[src/ddc_pkg.sv]
`default_nettype none
package ddc_pkg;

    localparam logic [4:0] OFS_DATA_CTRL  = 5'h02;
    localparam logic [4:0] OFS_CAL_STATUS = 5'h0F;
    localparam logic [4:0] OFS_MEM_LOC    = 5'h10;
    localparam logic [4:0] OFS_MEM_WORD   = 5'h11;
    localparam logic [4:0] OFS_MEM_CMD    = 5'h12;
    localparam logic [4:0] OFS_PHASE      = 5'h14;
    localparam logic [4:0] OFS_REVISION   = 5'h1F;

    localparam int BIT_Q_DONE      = 7;
    localparam int BIT_I_DONE      = 6;
    localparam int POS_Q_STATE     = 2;
    localparam int POS_I_STATE     = 0;
    localparam int BIT_Q_CLEAR     = 7;
    localparam int BIT_I_CLEAR     = 6;
    localparam int BIT_CAL_START   = 4;
    localparam int BIT_MEM_WRITE   = 3;
    localparam int BIT_MEM_READ    = 2;
    localparam int BIT_Q_DEFAULT   = 1;
    localparam int BIT_I_DEFAULT   = 0;
    localparam int POS_Q_PHASE     = 6;
    localparam int BIT_SEARCHING   = 4;
    localparam int BIT_REACQUIRE   = 3;
    localparam int BIT_OVERRIDE    = 2;
    localparam int POS_I_PHASE     = 0;
    localparam int BIT_TWOS        = 7;
    localparam int BIT_I_LEADS     = 5;
    localparam int BIT_I_RISING    = 4;

    localparam logic [1:0] COEF_UNCAL = 2'h0;
    localparam logic [1:0] COEF_SELF  = 2'h1;
    localparam logic [1:0] COEF_USER  = 2'h2;
    localparam logic [5:0] COEF_RESET_WORD = 6'h20;
    localparam int         COEF_DEPTH      = 64;
    localparam int         COEF_HALF       = 32;

    localparam int SEARCH_LIMIT_CYC = 128;
    localparam int SELF_CAL_CYC     = 64;
    localparam int SERIAL_FRAME_BITS = 16;

    typedef struct packed {
        logic       wr;
        logic [4:0] addr;
        logic [7:0] wdata;
    } ddc_reg_req_t;

endpackage
`default_nettype wire

[src/ddc_ctrl.sv]
`timescale 1ns/1ps
`default_nettype none
module ddc_ctrl #(
    parameter int          SAMPLE_W     = 14,
    parameter logic [7:0]  REVISION_ID  = 8'h01
) (
    input  wire logic                ref_clk,
    input  wire logic                reset_n,
    input  wire logic                ce,
    input  wire logic                sclk,
    input  wire logic                cs_n,
    input  wire logic                sdio_in,
    output logic                     sdio_out,
    output logic                     sdio_oe,
    input  wire logic                sample_bus_clock,
    input  wire logic [SAMPLE_W-1:0] sample_bus,
    input  wire logic                converter_clock,
    output logic [SAMPLE_W-1:0]      i_sample_r,
    output logic [SAMPLE_W-1:0]      q_sample_r,
    output logic                     sample_valid_r,
    output logic [1:0]               i_phase_used_r,
    output logic [1:0]               q_phase_used_r,
    output logic                     searching_r
);
    if (SAMPLE_W < 8 || SAMPLE_W > 14)
    begin : g_width_check
        $error("SAMPLE_W must lie between 8 and 14");
    end

    typedef enum logic [2:0] {
        IDLE   = 3'b001,
        SEARCH = 3'b010,
        CALIB  = 3'b100
    } ddc_state_t;

    ddc_pkg::ddc_reg_req_t req;
    logic [7:0]          rdata;

    ddc_serial_port u_port (
        .ref_clk  (ref_clk),
        .reset_n  (reset_n),
        .ce       (ce),
        .sclk     (sclk),
        .cs_n     (cs_n),
        .sdio_in  (sdio_in),
        .sdio_out (sdio_out),
        .sdio_oe  (sdio_oe),
        .req      (req),
        .rdata    (rdata)
    );

    function automatic logic hit(input logic [4:0] ofs);
        hit = req.wr && (req.addr == ofs);
    endfunction

    // Registers.
    logic [7:0] data_ctrl_r;
    logic [5:0] mem_loc_r;
    logic [5:0] mem_word_r;
    logic       i_done_r;
    logic       q_done_r;
    logic [1:0] i_coef_state_r;
    logic [1:0] q_coef_state_r;
    logic       override_r;
    logic       reacquire_r;
    logic [1:0] i_force_r;
    logic [1:0] i_found_r;
    logic [1:0] q_found_r;
    logic [5:0] coef_mem [ddc_pkg::COEF_DEPTH];

    ddc_state_t state_r;
    logic [7:0] cnt_r;
    logic       cal_start;
    logic       reacq_rise;
    logic       cal_end;

    // A start outside idle is ignored whole, so it cannot clear done bits it never sets again.
    assign cal_start  = hit(ddc_pkg::OFS_MEM_CMD) && req.wdata[ddc_pkg::BIT_CAL_START]
                        && (state_r == IDLE);
    assign reacq_rise = hit(ddc_pkg::OFS_PHASE) && req.wdata[ddc_pkg::BIT_REACQUIRE]
                        && !reacquire_r;
    assign cal_end    = (state_r == CALIB) && (cnt_r == 8'(ddc_pkg::SELF_CAL_CYC - 1));

    always_ff @(posedge ref_clk or negedge reset_n)
    begin
        if (!reset_n)
        begin
            data_ctrl_r <= 8'h00;
            mem_loc_r   <= 6'h00;
        end
        else if (ce)
        begin
            if (hit(ddc_pkg::OFS_DATA_CTRL))
                data_ctrl_r <= req.wdata;
            if (hit(ddc_pkg::OFS_MEM_LOC))
                mem_loc_r <= req.wdata[5:0];
        end
    end

    // Command bits are never stored, so every strobe reads back as zero.
    always_ff @(posedge ref_clk)
    begin
        if (ce && hit(ddc_pkg::OFS_MEM_CMD))
        begin
            for (int k = 0; k < ddc_pkg::COEF_DEPTH; k++)
            begin
                if (k < ddc_pkg::COEF_HALF && req.wdata[ddc_pkg::BIT_I_DEFAULT])
                    coef_mem[k] <= ddc_pkg::COEF_RESET_WORD;
                if (k >= ddc_pkg::COEF_HALF && req.wdata[ddc_pkg::BIT_Q_DEFAULT])
                    coef_mem[k] <= ddc_pkg::COEF_RESET_WORD;
            end
            if (req.wdata[ddc_pkg::BIT_MEM_WRITE])
                coef_mem[mem_loc_r] <= mem_word_r;
        end
    end

    always_ff @(posedge ref_clk or negedge reset_n)
    begin
        if (!reset_n)
            mem_word_r <= 6'h00;
        else if (ce)
        begin
            if (hit(ddc_pkg::OFS_MEM_CMD) && req.wdata[ddc_pkg::BIT_MEM_READ])
                mem_word_r <= coef_mem[mem_loc_r];
            else if (hit(ddc_pkg::OFS_MEM_WORD))
                mem_word_r <= req.wdata[5:0];
        end
    end

    // Calibration status; completion wins over a clear in the same cycle.
    always_ff @(posedge ref_clk or negedge reset_n)
    begin
        if (!reset_n)
        begin
            i_done_r       <= 1'b0;
            q_done_r       <= 1'b0;
            i_coef_state_r <= ddc_pkg::COEF_UNCAL;
            q_coef_state_r <= ddc_pkg::COEF_UNCAL;
        end
        else if (ce)
        begin
            if (cal_end)
            begin
                i_done_r       <= 1'b1;
                q_done_r       <= 1'b1;
                i_coef_state_r <= ddc_pkg::COEF_SELF;
                q_coef_state_r <= ddc_pkg::COEF_SELF;
            end
            else if (hit(ddc_pkg::OFS_MEM_CMD))
            begin
                if (req.wdata[ddc_pkg::BIT_I_CLEAR] || cal_start)
                    i_done_r <= 1'b0;
                if (req.wdata[ddc_pkg::BIT_Q_CLEAR] || cal_start)
                    q_done_r <= 1'b0;
                if (req.wdata[ddc_pkg::BIT_MEM_WRITE])
                begin
                    if (mem_loc_r < 6'(ddc_pkg::COEF_HALF))
                        i_coef_state_r <= ddc_pkg::COEF_USER;
                    else
                        q_coef_state_r <= ddc_pkg::COEF_USER;
                end
                if (req.wdata[ddc_pkg::BIT_I_DEFAULT])
                    i_coef_state_r <= ddc_pkg::COEF_UNCAL;
                if (req.wdata[ddc_pkg::BIT_Q_DEFAULT])
                    q_coef_state_r <= ddc_pkg::COEF_UNCAL;
            end
        end
    end

    // Phase control register.
    always_ff @(posedge ref_clk or negedge reset_n)
    begin
        if (!reset_n)
        begin
            override_r  <= 1'b0;
            reacquire_r <= 1'b0;
            i_force_r   <= 2'h0;
        end
        else if (ce && hit(ddc_pkg::OFS_PHASE))
        begin
            override_r  <= req.wdata[ddc_pkg::BIT_OVERRIDE];
            reacquire_r <= req.wdata[ddc_pkg::BIT_REACQUIRE];
            // A written Q field is dropped: the forced I phase drives both retimers.
            if (req.wdata[ddc_pkg::BIT_OVERRIDE])
                i_force_r <= req.wdata[ddc_pkg::POS_I_PHASE +: 2];
        end
    end

    // Link and converter clocks are sampled by ref_clk through two flops.
    logic [1:0]          lclk_s_r;
    logic [1:0]          cclk_s_r;
    logic [SAMPLE_W-1:0] bus_s1_r;
    logic [SAMPLE_W-1:0] bus_s2_r;
    logic                lclk_d_r;
    logic                cclk_d_r;
    logic                l_rise;
    logic                l_fall;
    logic                c_rise;

    always_ff @(posedge ref_clk or negedge reset_n)
    begin
        if (!reset_n)
        begin
            lclk_s_r <= 2'h0;
            cclk_s_r <= 2'h0;
            bus_s1_r <= '0;
            bus_s2_r <= '0;
            lclk_d_r <= 1'b0;
            cclk_d_r <= 1'b0;
        end
        else if (ce)
        begin
            lclk_s_r <= {lclk_s_r[0], sample_bus_clock};
            cclk_s_r <= {cclk_s_r[0], converter_clock};
            bus_s1_r <= sample_bus;
            bus_s2_r <= bus_s1_r;
            lclk_d_r <= lclk_s_r[1];
            cclk_d_r <= cclk_s_r[1];
        end
    end

    assign l_rise = lclk_s_r[1] && !lclk_d_r;
    assign l_fall = !lclk_s_r[1] && lclk_d_r;
    assign c_rise = cclk_s_r[1] && !cclk_d_r;

    // Phase search: time the converter edge against the link clock period.
    logic [7:0] since_l_r;
    logic [7:0] period_r;
    logic [9:0] delta_x4;
    logic [1:0] quadrant;

    always_ff @(posedge ref_clk or negedge reset_n)
    begin
        if (!reset_n)
        begin
            since_l_r <= 8'h00;
            period_r  <= 8'h00;
        end
        else if (ce)
        begin
            if (l_rise)
            begin
                since_l_r <= 8'h00;
                period_r  <= since_l_r + 8'h01;
            end
            else if (since_l_r != 8'hFF)
                since_l_r <= since_l_r + 8'h01;
        end
    end

    assign delta_x4 = {since_l_r, 2'b00};
    always_comb
    begin
        if (delta_x4 < {2'b00, period_r})
            quadrant = 2'h0;
        else if (delta_x4 < {1'b0, period_r, 1'b0})
            quadrant = 2'h1;
        else if (delta_x4 < ({1'b0, period_r, 1'b0} + {2'b00, period_r}))
            quadrant = 2'h2;
        else
            quadrant = 2'h3;
    end

    // A search ends on a measured edge or at the limit, whichever is first.
    always_ff @(posedge ref_clk or negedge reset_n)
    begin
        if (!reset_n)
        begin
            state_r     <= SEARCH;
            cnt_r       <= 8'h00;
            searching_r <= 1'b1;
            i_found_r   <= 2'h0;
            q_found_r   <= 2'h0;
        end
        else if (ce)
        begin
            unique case (state_r)
                IDLE:
                begin
                    cnt_r <= 8'h00;
                    if (reacq_rise)
                    begin
                        state_r     <= SEARCH;
                        searching_r <= 1'b1;
                    end
                    else if (cal_start)
                        state_r <= CALIB;
                end
                SEARCH:
                begin
                    cnt_r <= cnt_r + 8'h01;
                    if ((c_rise && period_r != 8'h00 && cnt_r > 8'h10)
                        || cnt_r == 8'(ddc_pkg::SEARCH_LIMIT_CYC - 2))
                    begin
                        i_found_r   <= quadrant;
                        q_found_r   <= quadrant;
                        searching_r <= 1'b0;
                        state_r     <= IDLE;
                    end
                end
                CALIB:
                begin
                    cnt_r <= cnt_r + 8'h01;
                    if (cal_end)
                        state_r <= IDLE;
                end
            endcase
        end
    end

    always_ff @(posedge ref_clk or negedge reset_n)
    begin
        if (!reset_n)
        begin
            i_phase_used_r <= 2'h0;
            q_phase_used_r <= 2'h0;
        end
        else if (ce)
        begin
            i_phase_used_r <= override_r ? i_force_r : i_found_r;
            q_phase_used_r <= override_r ? i_force_r : q_found_r;
        end
    end

    // Sample port: I on the chosen edge, Q on the other, pair out after the second.
    logic                i_edge;
    logic                q_edge;
    logic [SAMPLE_W-1:0] i_hold_r;
    logic [SAMPLE_W-1:0] q_hold_r;
    logic [SAMPLE_W-1:0] fmt_mask;

    assign i_edge   = data_ctrl_r[ddc_pkg::BIT_I_RISING] ? l_rise : l_fall;
    assign q_edge   = data_ctrl_r[ddc_pkg::BIT_I_RISING] ? l_fall : l_rise;
    // Unsigned input is turned into twos complement by flipping the top bit.
    assign fmt_mask = data_ctrl_r[ddc_pkg::BIT_TWOS] ? '0 : {1'b1, {(SAMPLE_W-1){1'b0}}};

    always_ff @(posedge ref_clk or negedge reset_n)
    begin
        if (!reset_n)
        begin
            i_hold_r       <= '0;
            q_hold_r       <= '0;
            i_sample_r     <= '0;
            q_sample_r     <= '0;
            sample_valid_r <= 1'b0;
        end
        else if (ce)
        begin
            sample_valid_r <= 1'b0;
            if (i_edge)
                i_hold_r <= bus_s2_r ^ fmt_mask;
            if (q_edge)
                q_hold_r <= bus_s2_r ^ fmt_mask;
            if (data_ctrl_r[ddc_pkg::BIT_I_LEADS] ? q_edge : i_edge)
            begin
                i_sample_r     <= i_edge ? (bus_s2_r ^ fmt_mask) : i_hold_r;
                q_sample_r     <= q_edge ? (bus_s2_r ^ fmt_mask) : q_hold_r;
                sample_valid_r <= 1'b1;
            end
        end
    end

    always_comb
    begin
        rdata = 8'h00;
        unique case (req.addr)
            ddc_pkg::OFS_DATA_CTRL:  rdata = data_ctrl_r;
            ddc_pkg::OFS_CAL_STATUS: rdata = {q_done_r, i_done_r, 2'b00,
                                              q_coef_state_r, i_coef_state_r};
            ddc_pkg::OFS_MEM_LOC:    rdata = {2'b00, mem_loc_r};
            ddc_pkg::OFS_MEM_WORD:   rdata = {2'b00, mem_word_r};
            ddc_pkg::OFS_PHASE:      rdata = {q_phase_used_r, 1'b0, searching_r, reacquire_r,
                                              override_r, i_phase_used_r};
            ddc_pkg::OFS_REVISION:   rdata = REVISION_ID;
            default:                 rdata = 8'h00;
        endcase
    end
endmodule
`default_nettype wire

[src/ddc_serial_port.sv]
`timescale 1ns/1ps
`default_nettype none
module ddc_serial_port (
    input  wire logic                 ref_clk,
    input  wire logic                 reset_n,
    input  wire logic                 ce,
    input  wire logic                 sclk,
    input  wire logic                 cs_n,
    input  wire logic                 sdio_in,
    output logic                      sdio_out,
    output logic                      sdio_oe,
    output ddc_pkg::ddc_reg_req_t     req,
    input  wire logic [7:0]           rdata
);
    logic [1:0] sclk_s_r;
    logic [1:0] cs_s_r;
    logic [1:0] din_s_r;
    logic       sclk_d_r;
    logic [3:0] bit_cnt_r;
    logic [6:0] shift_r;
    logic       read_r;
    logic       load_r;
    logic [7:0] tx_r;
    logic       rise;
    logic       fall;
    logic       active;

    // Pins cross in through two flops; only the second stage feeds logic.
    always_ff @(posedge ref_clk or negedge reset_n)
    begin
        if (!reset_n)
        begin
            sclk_s_r <= 2'h0;
            cs_s_r   <= 2'h3;
            din_s_r  <= 2'h0;
            sclk_d_r <= 1'b0;
        end
        else if (ce)
        begin
            sclk_s_r <= {sclk_s_r[0], sclk};
            cs_s_r   <= {cs_s_r[0], cs_n};
            din_s_r  <= {din_s_r[0], sdio_in};
            sclk_d_r <= sclk_s_r[1];
        end
    end

    assign active = !cs_s_r[1];
    assign rise   = active && sclk_s_r[1] && !sclk_d_r;
    assign fall   = active && !sclk_s_r[1] && sclk_d_r;

    always_ff @(posedge ref_clk or negedge reset_n)
    begin
        if (!reset_n)
        begin
            bit_cnt_r <= 4'h0;
            shift_r   <= 7'h00;
            read_r    <= 1'b0;
            load_r    <= 1'b0;
            req       <= '0;
        end
        else if (ce)
        begin
            req.wr <= 1'b0;
            load_r <= 1'b0;
            if (!active)
            begin
                bit_cnt_r <= 4'h0;
                read_r    <= 1'b0;
            end
            else if (rise)
            begin
                bit_cnt_r <= bit_cnt_r + 4'h1;
                shift_r   <= {shift_r[5:0], din_s_r[1]};
                if (bit_cnt_r == 4'h7)
                begin
                    read_r   <= shift_r[6];
                    load_r   <= shift_r[6];
                    req.addr <= {shift_r[3:0], din_s_r[1]};
                end
                if (bit_cnt_r == 4'hF && !read_r)
                begin
                    req.wr    <= 1'b1;
                    req.wdata <= {shift_r, din_s_r[1]};
                end
            end
        end
    end

    // Read data leaves on falling edges so the master samples on rising ones.
    always_ff @(posedge ref_clk or negedge reset_n)
    begin
        if (!reset_n)
        begin
            tx_r     <= 8'h00;
            sdio_out <= 1'b0;
            sdio_oe  <= 1'b0;
        end
        else if (ce)
        begin
            if (!active || !read_r)
            begin
                sdio_oe <= 1'b0;
            end
            else if (load_r)
            begin
                tx_r <= rdata;
            end
            else if (fall && bit_cnt_r >= 4'h8)
            begin
                sdio_oe  <= 1'b1;
                sdio_out <= tx_r[7];
                tx_r     <= {tx_r[6:0], 1'b0};
            end
        end
    end
endmodule
`default_nettype wire

[config.mk]
export PLATFORM = sky130hd
export DESIGN_NAME = ddc_ctrl
export DESIGN_NICKNAME = d
export VERILOG_FILES = /design/src/ddc_pkg.sv /design/src/ddc_ctrl.sv /design/src/ddc_serial_port.sv
export SDC_FILE = /design/constraint.sdc
export NUM_CORES = 1
export LEC_CHECK = 0
export BUFFER_PORTS_ARGS = -buffer_cell sky130_fd_sc_hd__buf_2
export CORE_ASPECT_RATIO = 0.6
export CORE_MARGIN = 10
export CORE_UTILIZATION = 24
export DETAILED_ROUTE_END_ITERATION = 10
export HOLD_SLACK_MARGIN = 0.06
export SYNTH_ARGS = -nofsm -noshare
export SYNTH_HDL_FRONTEND = slang
export SYNTH_SLANG_ARGS = --single-unit
[constraint.sdc]
create_clock -name ref_clk -period 3.8 [get_ports ref_clk]
set_clock_uncertainty 0.15 [all_clocks]
set_input_delay 0.38 -clock ref_clk [delete_from_list [all_inputs] [get_ports ref_clk]]
set_output_delay 0.38 -clock ref_clk [all_outputs]
set_load 0.02 [all_outputs]
==> results.sh, run 1 <==
export IMPL_outcome="finished clean"
export IMPL_insertedDiodeCount=0
export IMPL_cts_buffers=55
export IMPL_clk_pin_slew_worst_paths_ns=0.07
export IMPL_h_tree_depth=2
export IMPL_dpl_cell_area_um2=30360
export IMPL_grt_antenna_before_repair=0
export IMPL_irDropWorstVdd_uv=348.1
export IMPL_hp_class="in2reg"
export IMPL_clockBufferDepth=3
export IMPL_port_buffers=57
export IMPL_crit_chain="buf_12 > nand2b_1 > buf_4 > o22ai_1 > a221oi_1 > a21oi_1 > a211oi_1 > a31oi_1"
export IMPL_fin_crit_sh_pct=87.17
export IMPL_slowest_delay_ns=0.64
export IMPL_drive_gt1_share_pct=17.88
export IMPL_synthArstFlopShare_pct=33.91
export IMPL_vias=19310
export IMPL_placed_cells=3858
export IMPL_timing_hold_ws_ns=0.1392
export IMPL_startpoint="mem_loc_r[0]"
export IMPL_grt_usage_pct=12.43
export IMPL_grt_max_degree=86
export IMPL_die_w_um=458.3
export IMPL_pin_count=58
export IMPL_drt_iter0_drc=2595
export IMPL_worst_path_max_fanout=54
export IMPL_slew_viol_final=0
export IMPL_fmax_mhz=301.9
export IMPL_post_cts_resized=0
export IMPL_ys_seq_area_share_pct=59.52
export IMPL_viasPerCell=4.853
export IMPL_min_period_ns=3.312
export IMPL_layout_nets=2477
export IMPL_cp_end_kind="register"
export IMPL_synth_top_cell_area_share_pct=41.68
export IMPL_drv_cap=0
export IMPL_avgSynthCellArea_um2=11.96
export IMPL_hold_viol=0
export IMPL_grt_pass1_vias=18430
export IMPL_clock_sinks=581
export IMPL_synthesis_area_um2=27660
export IMPL_synthTopCellsByArea="edfxtp_1 (42%), dfrtp_1 (17%), and2_1 (7.3%)"
export IMPL_final_setup_worst_slack_ns=0.4877
export IMPL_grt_ovfl_total=0
export IMPL_initial_core_util_pct=24.19
export IMPL_grt_pass1_wl_mm=125.3
export IMPL_rows=96
export IMPL_cellLeakagePower_nw=12.31
export IMPL_gp_congestion=0.9217
export IMPL_die_area_um2=129700
export IMPL_syn_to_final_growth_pct=16.80
export IMPL_cp_start_kind="register"
export IMPL_worstPathRequired_ns=4.15
export IMPL_cts_hold_buf=20
export IMPL_slowest_stage="a211oi_1"
export IMPL_power_density_nw_per_um2=455.5
export IMPL_power_mw=14.72
export IMPL_synth_edff_count=384
export IMPL_worst_slew_pin_slew_ns=1.199
export IMPL_post_cts_buffers=0
export IMPL_syn_nets=2374
export IMPL_cts_tree="yes"
export IMPL_tns_ns=0
export IMPL_root_buffer="clkbuf_16"
export IMPL_die_h_um=283.0
export IMPL_synth_seq_cells=581
export IMPL_ys_warn_count=0
export IMPL_drt_pass1_iterations=6
export IMPL_synth_top_area_cell="edfxtp_1"
export IMPL_final_cells=3980
export IMPL_drt_wl_total_mm=83.83
export IMPL_crit_type="reg2reg"
export IMPL_clk_latency_ns=0.65
export IMPL_hold_start="ce"
export IMPL_drc=0
export IMPL_cp_arrival_ns=3.66
export IMPL_setup_viol=0
export IMPL_rsz0062_at_grt="false"
export IMPL_worst_r2r_startpoint="mem_loc_r[0]"
export IMPL_post_dp_hpwl_mm=57.67
export IMPL_maxSlewHeadroom_pct=19.19
export IMPL_post_place_ws_ns=0.5971
export IMPL_fin_area_um2=32310
export IMPL_ant_nets=0
export IMPL_synthDistinctLibCells=72
export IMPL_post_route_util_pct=28.26
export IMPL_core_um2=114400
export IMPL_wl_per_cell_um=21.06
export IMPL_synth_cells=2313
export IMPL_synth_ff_type="edfxtp_1"
-- report_power, final --
group	internal (mW)	total (mW)	leakage, nW	switching (mW)
Combinational	0.748	1.73	5.25	0.979
Sequential	7.12	7.47	6.20	0.343
Clock	2.99	5.52	0.849	2.53
-- cells in the mapped netlist, types with 16 or more instances --
library cell and instances:
a22oi_1 34, nor2b_1 17, mux2i_1 101, a221oi_1 44, nor2_1 125, nand2_1 138
inv_1 30, edfxtp_1 384, ha_1 38, nor3_1 18, mux2_2 114, a21oi_1 74
and2_1 323, o21ai_0 178, clkbuf_1 149, dfrtp_1 193, nand3_1 34, or3_1 70
o22ai_1 16
-- layer usage --
| layer | vias to the layer above | track usage (%) | part of all wire [%] |
|---|---|---|---|
| li1 | 8619 | - | - |
| met1 | 9684 | 19.90 | 49 |
| met2 | 907 | 15.03 | 36 |
| met3 | 104 | 5.098 | 13 |
| met4 | 0 | 1.949 | 1.5 |
| met5 | - | 0 | 0 |
-- critical path: cells and delay by family, from the launching register on --
kind / cells / cell delay, ns
AOI/OAI and AO/OA: 5 / 1.46
buffers and inverters: 2 / 0.58
DFF: 1 / 0.54
and+or+nand+nor: 1 / 0.40
-- final timing paths --
kind | endpoint | slack (ns) | cells after the start
min reg2reg | q_sample_r[1] | 0.32 | 2
max reg2reg | mem_word_r[3] | 0.49 | 8
max | mem_word_r[3] | 0.49 | 8
max in group asynchronous | u_port.cs_s_r[0] | 2.36 | 3
min | i_coef_state_r[1] | 0.14 | 3
min in group asynchronous | bus_s1_r[2] | 0.23 | 2
-- state kept, by name (all words and copies together) (netlist names), 14 cells and up --
name        count
u_port.req     14
i_hold_r       14
i_sample_r     14
bus_s1_r       14
q_hold_r       14
bus_s2_r       14
coef_mem      384
q_sample_r     14
-- cell type report --
class	count	area, um^2
Clock buffer	79	1553
Fill cell	11710	82040
Clock inverter	23	193.9
Inverter	30	112.6
Timing Repair Buffer	226	1678
Sequential cell	581	16490
Multi-Input combinational cell	1522	10380
Tap cell	1519	1901
-- cell families (layout without fill, tap and decap cells) --
logic type               Yosys count  count (layout)  share of synthesized area (%)
adder cells (fa/ha/maj)           39              39                          1.791
AND/OR/NAND/NOR                  785             785                          15.37
AO/OA/AOI/OAI                    454             454                          10.51
XOR/XNOR                          17              17                         0.5382
flip-flops                       581             581                          59.52
buffers and inverters            210             358                          2.999
multiplexers                     227             227                          9.272
-- placed cells by master, fill, tap and decap left out, types with 38 or more instances in the layout --
master,instances
a21oi_1,74
a221oi_1,44
and2_1,323
buf_2,55
buf_4,145
clkbuf_16,57
dfrtp_1,184
edfxtp_1,384
ha_1,38
mux2_2,114
mux2i_1,99
nand2_1,138
nor2_1,124
o21ai_0,178
or3_1,70
Note: power is estimated with default switching activity, not from simulation.
==> inputs of run 2 (changes only) <==
CORE_UTILIZATION = 51   (was 24)
PLACE_DENSITY = 0.67   (was not set)
==> run 2 against run 1 <==
  * Fmax shrank 0.78%
  * Setup slack lost 0.026 ns
  * Total power grew 1.2%
  * Sequential power is essentially flat
==> results.sh, run 2 (synthesis gave the netlist of run 1 again) <==
export IMPL_outcome="finished clean"
export IMPL_fin_crit_sh_pct=87.85
export IMPL_cp_end_kind="register"
export IMPL_worstPathRequired_ns=4.11
export IMPL_maxSlewHeadroom_pct=15.94
export IMPL_insertedDiodeCount=0
export IMPL_die_w_um=320.7
export IMPL_clk_latency_ns=0.61
export IMPL_drc=0
export IMPL_clk_pin_slew_worst_paths_ns=0.07
export IMPL_worst_slew_pin_slew_ns=1.248
export IMPL_cp_start_kind="register"
export IMPL_drive_gt1_share_pct=17.35
export IMPL_hold_viol=0
export IMPL_tns_ns=0
export IMPL_startpoint="mem_loc_r[1]"
export IMPL_cts_hold_buf=20
export IMPL_root_buffer="clkbuf_16"
export IMPL_die_area_um2=64260
export IMPL_grt_pass1_wl_mm=119.0
export IMPL_drt_wl_total_mm=78.36
export IMPL_viasPerCell=6.169
export IMPL_r2r_slack_ns=0.46
export IMPL_timing_hold_ws_ns=0.1146
export IMPL_grt_pass1_vias=18820
export IMPL_core_um2=53920
export IMPL_grt_max_degree=90
export IMPL_ff2ff_path_depth=5
export IMPL_slew_viol_final=0
export IMPL_h_tree_depth=2
export IMPL_cellLeakagePower_nw=12.26
export IMPL_syn_to_final_growth_pct=12.89
export IMPL_pin_count=58
export IMPL_worst_path_max_fanout=29
export IMPL_hp_class="in2reg"
export IMPL_cts_tree="yes"
export IMPL_fill_cells=4369
export IMPL_clock_sinks=581
export IMPL_cts_buffers=54
export IMPL_setup_viol=0
export IMPL_power_frac_seq_pct=50.2
export IMPL_ant_nets=0
export IMPL_drt_iter0_drc=2676
export IMPL_gp_congestion=0.9644
export IMPL_crit_type="reg2reg"
export IMPL_rsz0062_at_grt="false"
export IMPL_p_clk_share_pct=38.3
export IMPL_intPower_mw=11.11
export IMPL_grt_ovfl_total=0
export IMPL_rows=66
export IMPL_regMostFlops="coef_mem"
export IMPL_worst_r2r_startpoint="mem_loc_r[1]"
export IMPL_combPwrFrac_pct=11.5
export IMPL_cp_arrival_ns=3.65
export IMPL_fmax_mhz=299.5
export IMPL_drv_cap=0
export IMPL_switching_share_pct=25.42
export IMPL_fin_area_um2=31230
export IMPL_port_buffers=57
export IMPL_endpoint="mem_word_r[2]"
export IMPL_vias=19450
export IMPL_min_period_ns=3.338
export IMPL_drt_pass1_iterations=5
export IMPL_grt_usage_pct=23.92
export IMPL_switchingPower_mw=3.787
export IMPL_r2r_end="mem_word_r[2]"
export IMPL_post_cts_buffers=0
export IMPL_dpl_cell_area_um2=29190
export IMPL_layout_commonest_cell="edfxtp_1"
export IMPL_wl_per_cell_um=24.86
export IMPL_irDropWorstVdd_uv=348.0
export IMPL_clockBufferDepth=3
export IMPL_power_density_nw_per_um2=477.0
export IMPL_post_cts_resized=0
export IMPL_die_h_um=200.4
export IMPL_post_dp_hpwl_mm=52.55
export IMPL_layout_nets=2454
export IMPL_largest_reg_flops=384
export IMPL_initial_core_util_pct=51.30
export IMPL_grt_antenna_before_repair=1
export IMPL_final_cell_mix="edfxtp_1 (384), and2_1 (323), dfrtp_1 (184)"
[run 2: cell count changes in the layout (fill, tap and decap cells not counted), moves of 2 or more]
cell / before / now
dfrtp_2: 3 / 7
dfrtp_4: 6 / 2
clkinv_4: 2 / 0
inv_6: 0 / 3
clkinvlp_4: 3 / 0
clkbuf_1: 17 / 8
clkinv_1: 6 / 10
clkbuf_8: 5 / 7
bufinv_16: 2 / 5
buf_4: 145 / 123
[run 2: layout make-up]
class | instances | area (um^2) | area share (%)
clock buffer | 73 | 1569 | 5.024
inverter | 30 | 112.6 | 0.3606
timing repair buffer | 204 | 1513 | 4.844
tap | 714 | 893.4 | 2.860
sequential | 581 | 16480 | 52.77
clock inverter | 28 | 275.3 | 0.8814
multi-input combinational | 1522 | 10390 | 33.26
[run 2: stage by stage]
stage / instances / util, % / power, mW / setup slack, ns
3_3_place_gp: 3031 / 54.13 / 9.245 / 0.6316
5_1_grt: 3152 / 57.92 / 15.47 / 0.3235
3_5_place_dp: 3031 / 54.13 / 9.314 / 0.5450
2_1_floorplan: 2313 / - / 8.719 / 0.9550
4_1_cts: 3152 / 57.92 / 14.97 / 0.5317
6_report: 3152 / 57.92 / 14.90 / 0.4616
[run 2: worst min-delay path by stage]
stage	slack (ns)	endpoint	startpoint	depth (start not counted)
after floorplan	-0.07	bus_s1_r[0]	reset_n	0
after global routing	0.10	q_coef_state_r[1]	ce	5
after global placement	0.31	i_sample_r[1]	i_sample_r[1]	2
final	0.11	q_coef_state_r[1]	ce	5
after CTS	0.08	q_coef_state_r[1]	ce	5
after detailed placement	0.32	i_sample_r[10]	i_sample_r[10]	2
[run 2: routing by layer]
layer / global-route usage, % / routed length, um
met4: 4.579 / 1387
met2: 32.99 / 32260
met1: 36.86 / 34840
met3: 6.885 / 9873
met5: 0 / 0
[run 2: worst max-delay path, cell delays in order (launching register included)]
cell       delay (ns)
dfrtp_4          0.67
and2_1           0.93
a221o_1          0.35
a21oi_1          0.10
a2111oi_0        0.83
a21oi_1          0.15
[run 2: power by group through the flow]
stage,Combinational (mW),Clock [mW],Sequential [mW]
after floorplan,1.05,0,7.67
after global placement,1.67,0,7.58
after detailed placement,1.71,0,7.60
after CTS,1.74,5.76,7.47
after global routing,1.93,6.01,7.53
final,1.72,5.70,7.48
==> inputs of run 3 (changes only) <==
CORE_MARGIN = 5   (was 10)
REMOVE_ABC_BUFFERS = 1   (was not set)
==> run 3 against run 2 <==
  * Clock power shrank 6.5%
  * Sequential power is essentially flat
  * Clock-buffer cell count increased by 4
  * Wire length increased by 0.96%
  * Die area fell by 8.0%
  * Setup slack improved by 0.16 ns
  * Cell count increased by 0.41%
  * Flip-flop and latch count stayed put
  * Critical endpoint is now mem_word_r[0]
  * Via count grew 0.91%
  * Largest power group unchanged
  * Design area hardly changed
==> results.sh, run 3 (synthesis gave the netlist of run 1 again) <==
export IMPL_ant_nets=0
export IMPL_fin_crit_sh_pct=83.57
export IMPL_drt_wl_total_mm=79.11
export IMPL_tns_ns=0
export IMPL_core_um2=53920
export IMPL_outcome="finished clean"
export IMPL_switching_share_pct=25.43
export IMPL_cp_arrival_ns=3.52
export IMPL_dpl_cell_area_um2=29310
export IMPL_fin_area_um2=31220
export IMPL_initial_core_util_pct=51.30
export IMPL_grtUsageMet2_pct=35.41
export IMPL_die_h_um=190.4
export IMPL_intPower_mw=10.82
export IMPL_worst_slew_pin_slew_ns=1.183
export IMPL_timing_hold_ws_ns=0.2439
export IMPL_irDropWorstVdd_uv=326.1
export IMPL_maxSlewHeadroom_pct=20.29
export IMPL_die_area_um2=59150
export IMPL_power_mw=14.50
export IMPL_switchingPower_mw=3.688
export IMPL_cp_end_kind="register"
export IMPL_multiInputGateArea_um2=10380
export IMPL_hold_viol=0
export IMPL_power_frac_seq_pct=51.5
export IMPL_wl_per_cell_um=25.00
export IMPL_drt_iter0_drc=2953
export IMPL_drc=0
export IMPL_grt_pass1_wl_mm=119.9
export IMPL_rsz0062_at_grt="false"
export IMPL_min_period_ns=3.176
export IMPL_grt_max_degree=79
export IMPL_port_buffers=57
export IMPL_cts_buffers=53
export IMPL_grt_antenna_before_repair=1
export IMPL_final_cell_mix="edfxtp_1 (384), and2_1 (323), dfrtp_1 (185)"
export IMPL_layout_commonest_cell="edfxtp_1"
export IMPL_rows=66
export IMPL_drv_cap=0
export IMPL_drt_pass1_iterations=6
export IMPL_post_place_ws_ns=0.6514
export IMPL_cellLeakagePower_nw=12.29
export IMPL_setup_viol=0
export IMPL_regMostFlops="coef_mem"
export IMPL_regArea_um2=16480
export IMPL_layout_nets=2470
export IMPL_grt_usage_pct=26.30
export IMPL_drive_gt1_share_pct=17.67
export IMPL_crit_type="reg2reg"
export IMPL_pin_count=58
export IMPL_met3_usage_pct=9.069
export IMPL_power_density_nw_per_um2=464.6
export IMPL_final_cells=3165
export IMPL_p_clk_share_pct=36.7
export IMPL_cts_tree="yes"
export IMPL_clk_latency_ns=0.60
export IMPL_hp_class="in2async"
export IMPL_viasPerCell=6.200
export IMPL_placed_cells=3047
export IMPL_post_route_util_pct=57.89
export IMPL_die_w_um=310.7
export IMPL_final_setup_worst_slack_ns=0.6242
export IMPL_fill_cells=4325
export IMPL_cp_start_kind="register"
export IMPL_vias=19620
export IMPL_root_buffer="clkbuf_16"
export IMPL_slew_viol_final=0
export IMPL_gp_congestion=0.9620
export IMPL_clock_sinks=581
export IMPL_combPwrFrac_pct=11.8
export IMPL_syn_to_final_growth_pct=12.84
export IMPL_clockBufferDepth=3
export IMPL_insertedDiodeCount=0
export IMPL_h_tree_depth=2
export IMPL_post_dp_hpwl_mm=54.33
export IMPL_top_usage_layer="met1"
export IMPL_use_met1_pct=41.20
export IMPL_clk_pin_slew_worst_paths_ns=0.07
export IMPL_grt_ovfl_total=0
export IMPL_worst_path_max_fanout=41
export IMPL_grt_pass1_vias=19120
export IMPL_worstPathRequired_ns=4.14
export IMPL_largest_reg_flops=384
export IMPL_fmax_mhz=314.9
## run 3: cell types whose count changed in the layout (fill, tap and decap cells not counted), moves of 3 or more
| cell | before | now |
|---|---|---|
| clkbuf_1 | 8 | 13 |
| clkbuf_4 | 0 | 4 |
| buf_4 | 123 | 138 |
| bufinv_16 | 5 | 2 |
| clkinv_1 | 10 | 5 |
## run 3: worst max-delay path, cell delays in order (launching register included)
cell,delay (ns)
dfrtp_2,0.60
buf_12,0.28
and2_0,0.18
buf_4,0.24
a221oi_1,0.61
nor2_1,0.10
o21ai_0,0.49
o2111ai_1,0.20
o21a_1,0.21
## run 3: area by class of cell
| type | instances | share of cell area [%] |
|---|---|---|
| flip-flops and latches | 581 | 52.79 |
| inverters | 30 | 0.3607 |
| well taps | 714 | 2.862 |
| multi-input cells | 1522 | 33.25 |
| clock buffers | 77 | 4.918 |
| repair buffers | 221 | 5.303 |
| clock inverters | 20 | 0.5090 |
## run 3: path summary, 6_finish.rpt
path / slack [ns] / from / endpoint / cells after the start
setup / recovery: 0.62 / mem_loc_r[2] / mem_word_r[0] / 8
hold / removal: 0.24 / reset_n / bus_s1_r[0] / 2
setup reg to reg: 0.62 / mem_loc_r[2] / mem_word_r[0] / 8
hold reg to reg: 0.32 / q_sample_r[12] / q_sample_r[12] / 2
max in group asynchronous: 2.33 / reset_n / state_r[1] / 3
min in group ref_clk: 0.32 / q_sample_r[12] / q_sample_r[12] / 2
## run 3: power groups by stage
stage	Clock (mW)	Combinational (mW)	Sequential [mW]
floorplan	0	1.01	7.69
global placement	0	1.66	7.57
detailed placement	0	1.70	7.59
CTS	5.38	1.73	7.47
global route	5.68	1.93	7.53
finish	5.33	1.71	7.47
## run 3: metal layers
layer,routed length (um),up-vias,part of all wire (%)
li1,-,8614,-
met1,35400,9716,45
met2,31290,1132,40
met3,10820,160,14
met4,1596,0,2.0
met5,0,-,0
## run 3: repair_timing
item	CTS	global route
buffers inserted	0	0
resized for setup	0	0
endpoints found under the hold margin	96	0
hold buffers	21	0
endpoints found under the setup margin	0	0
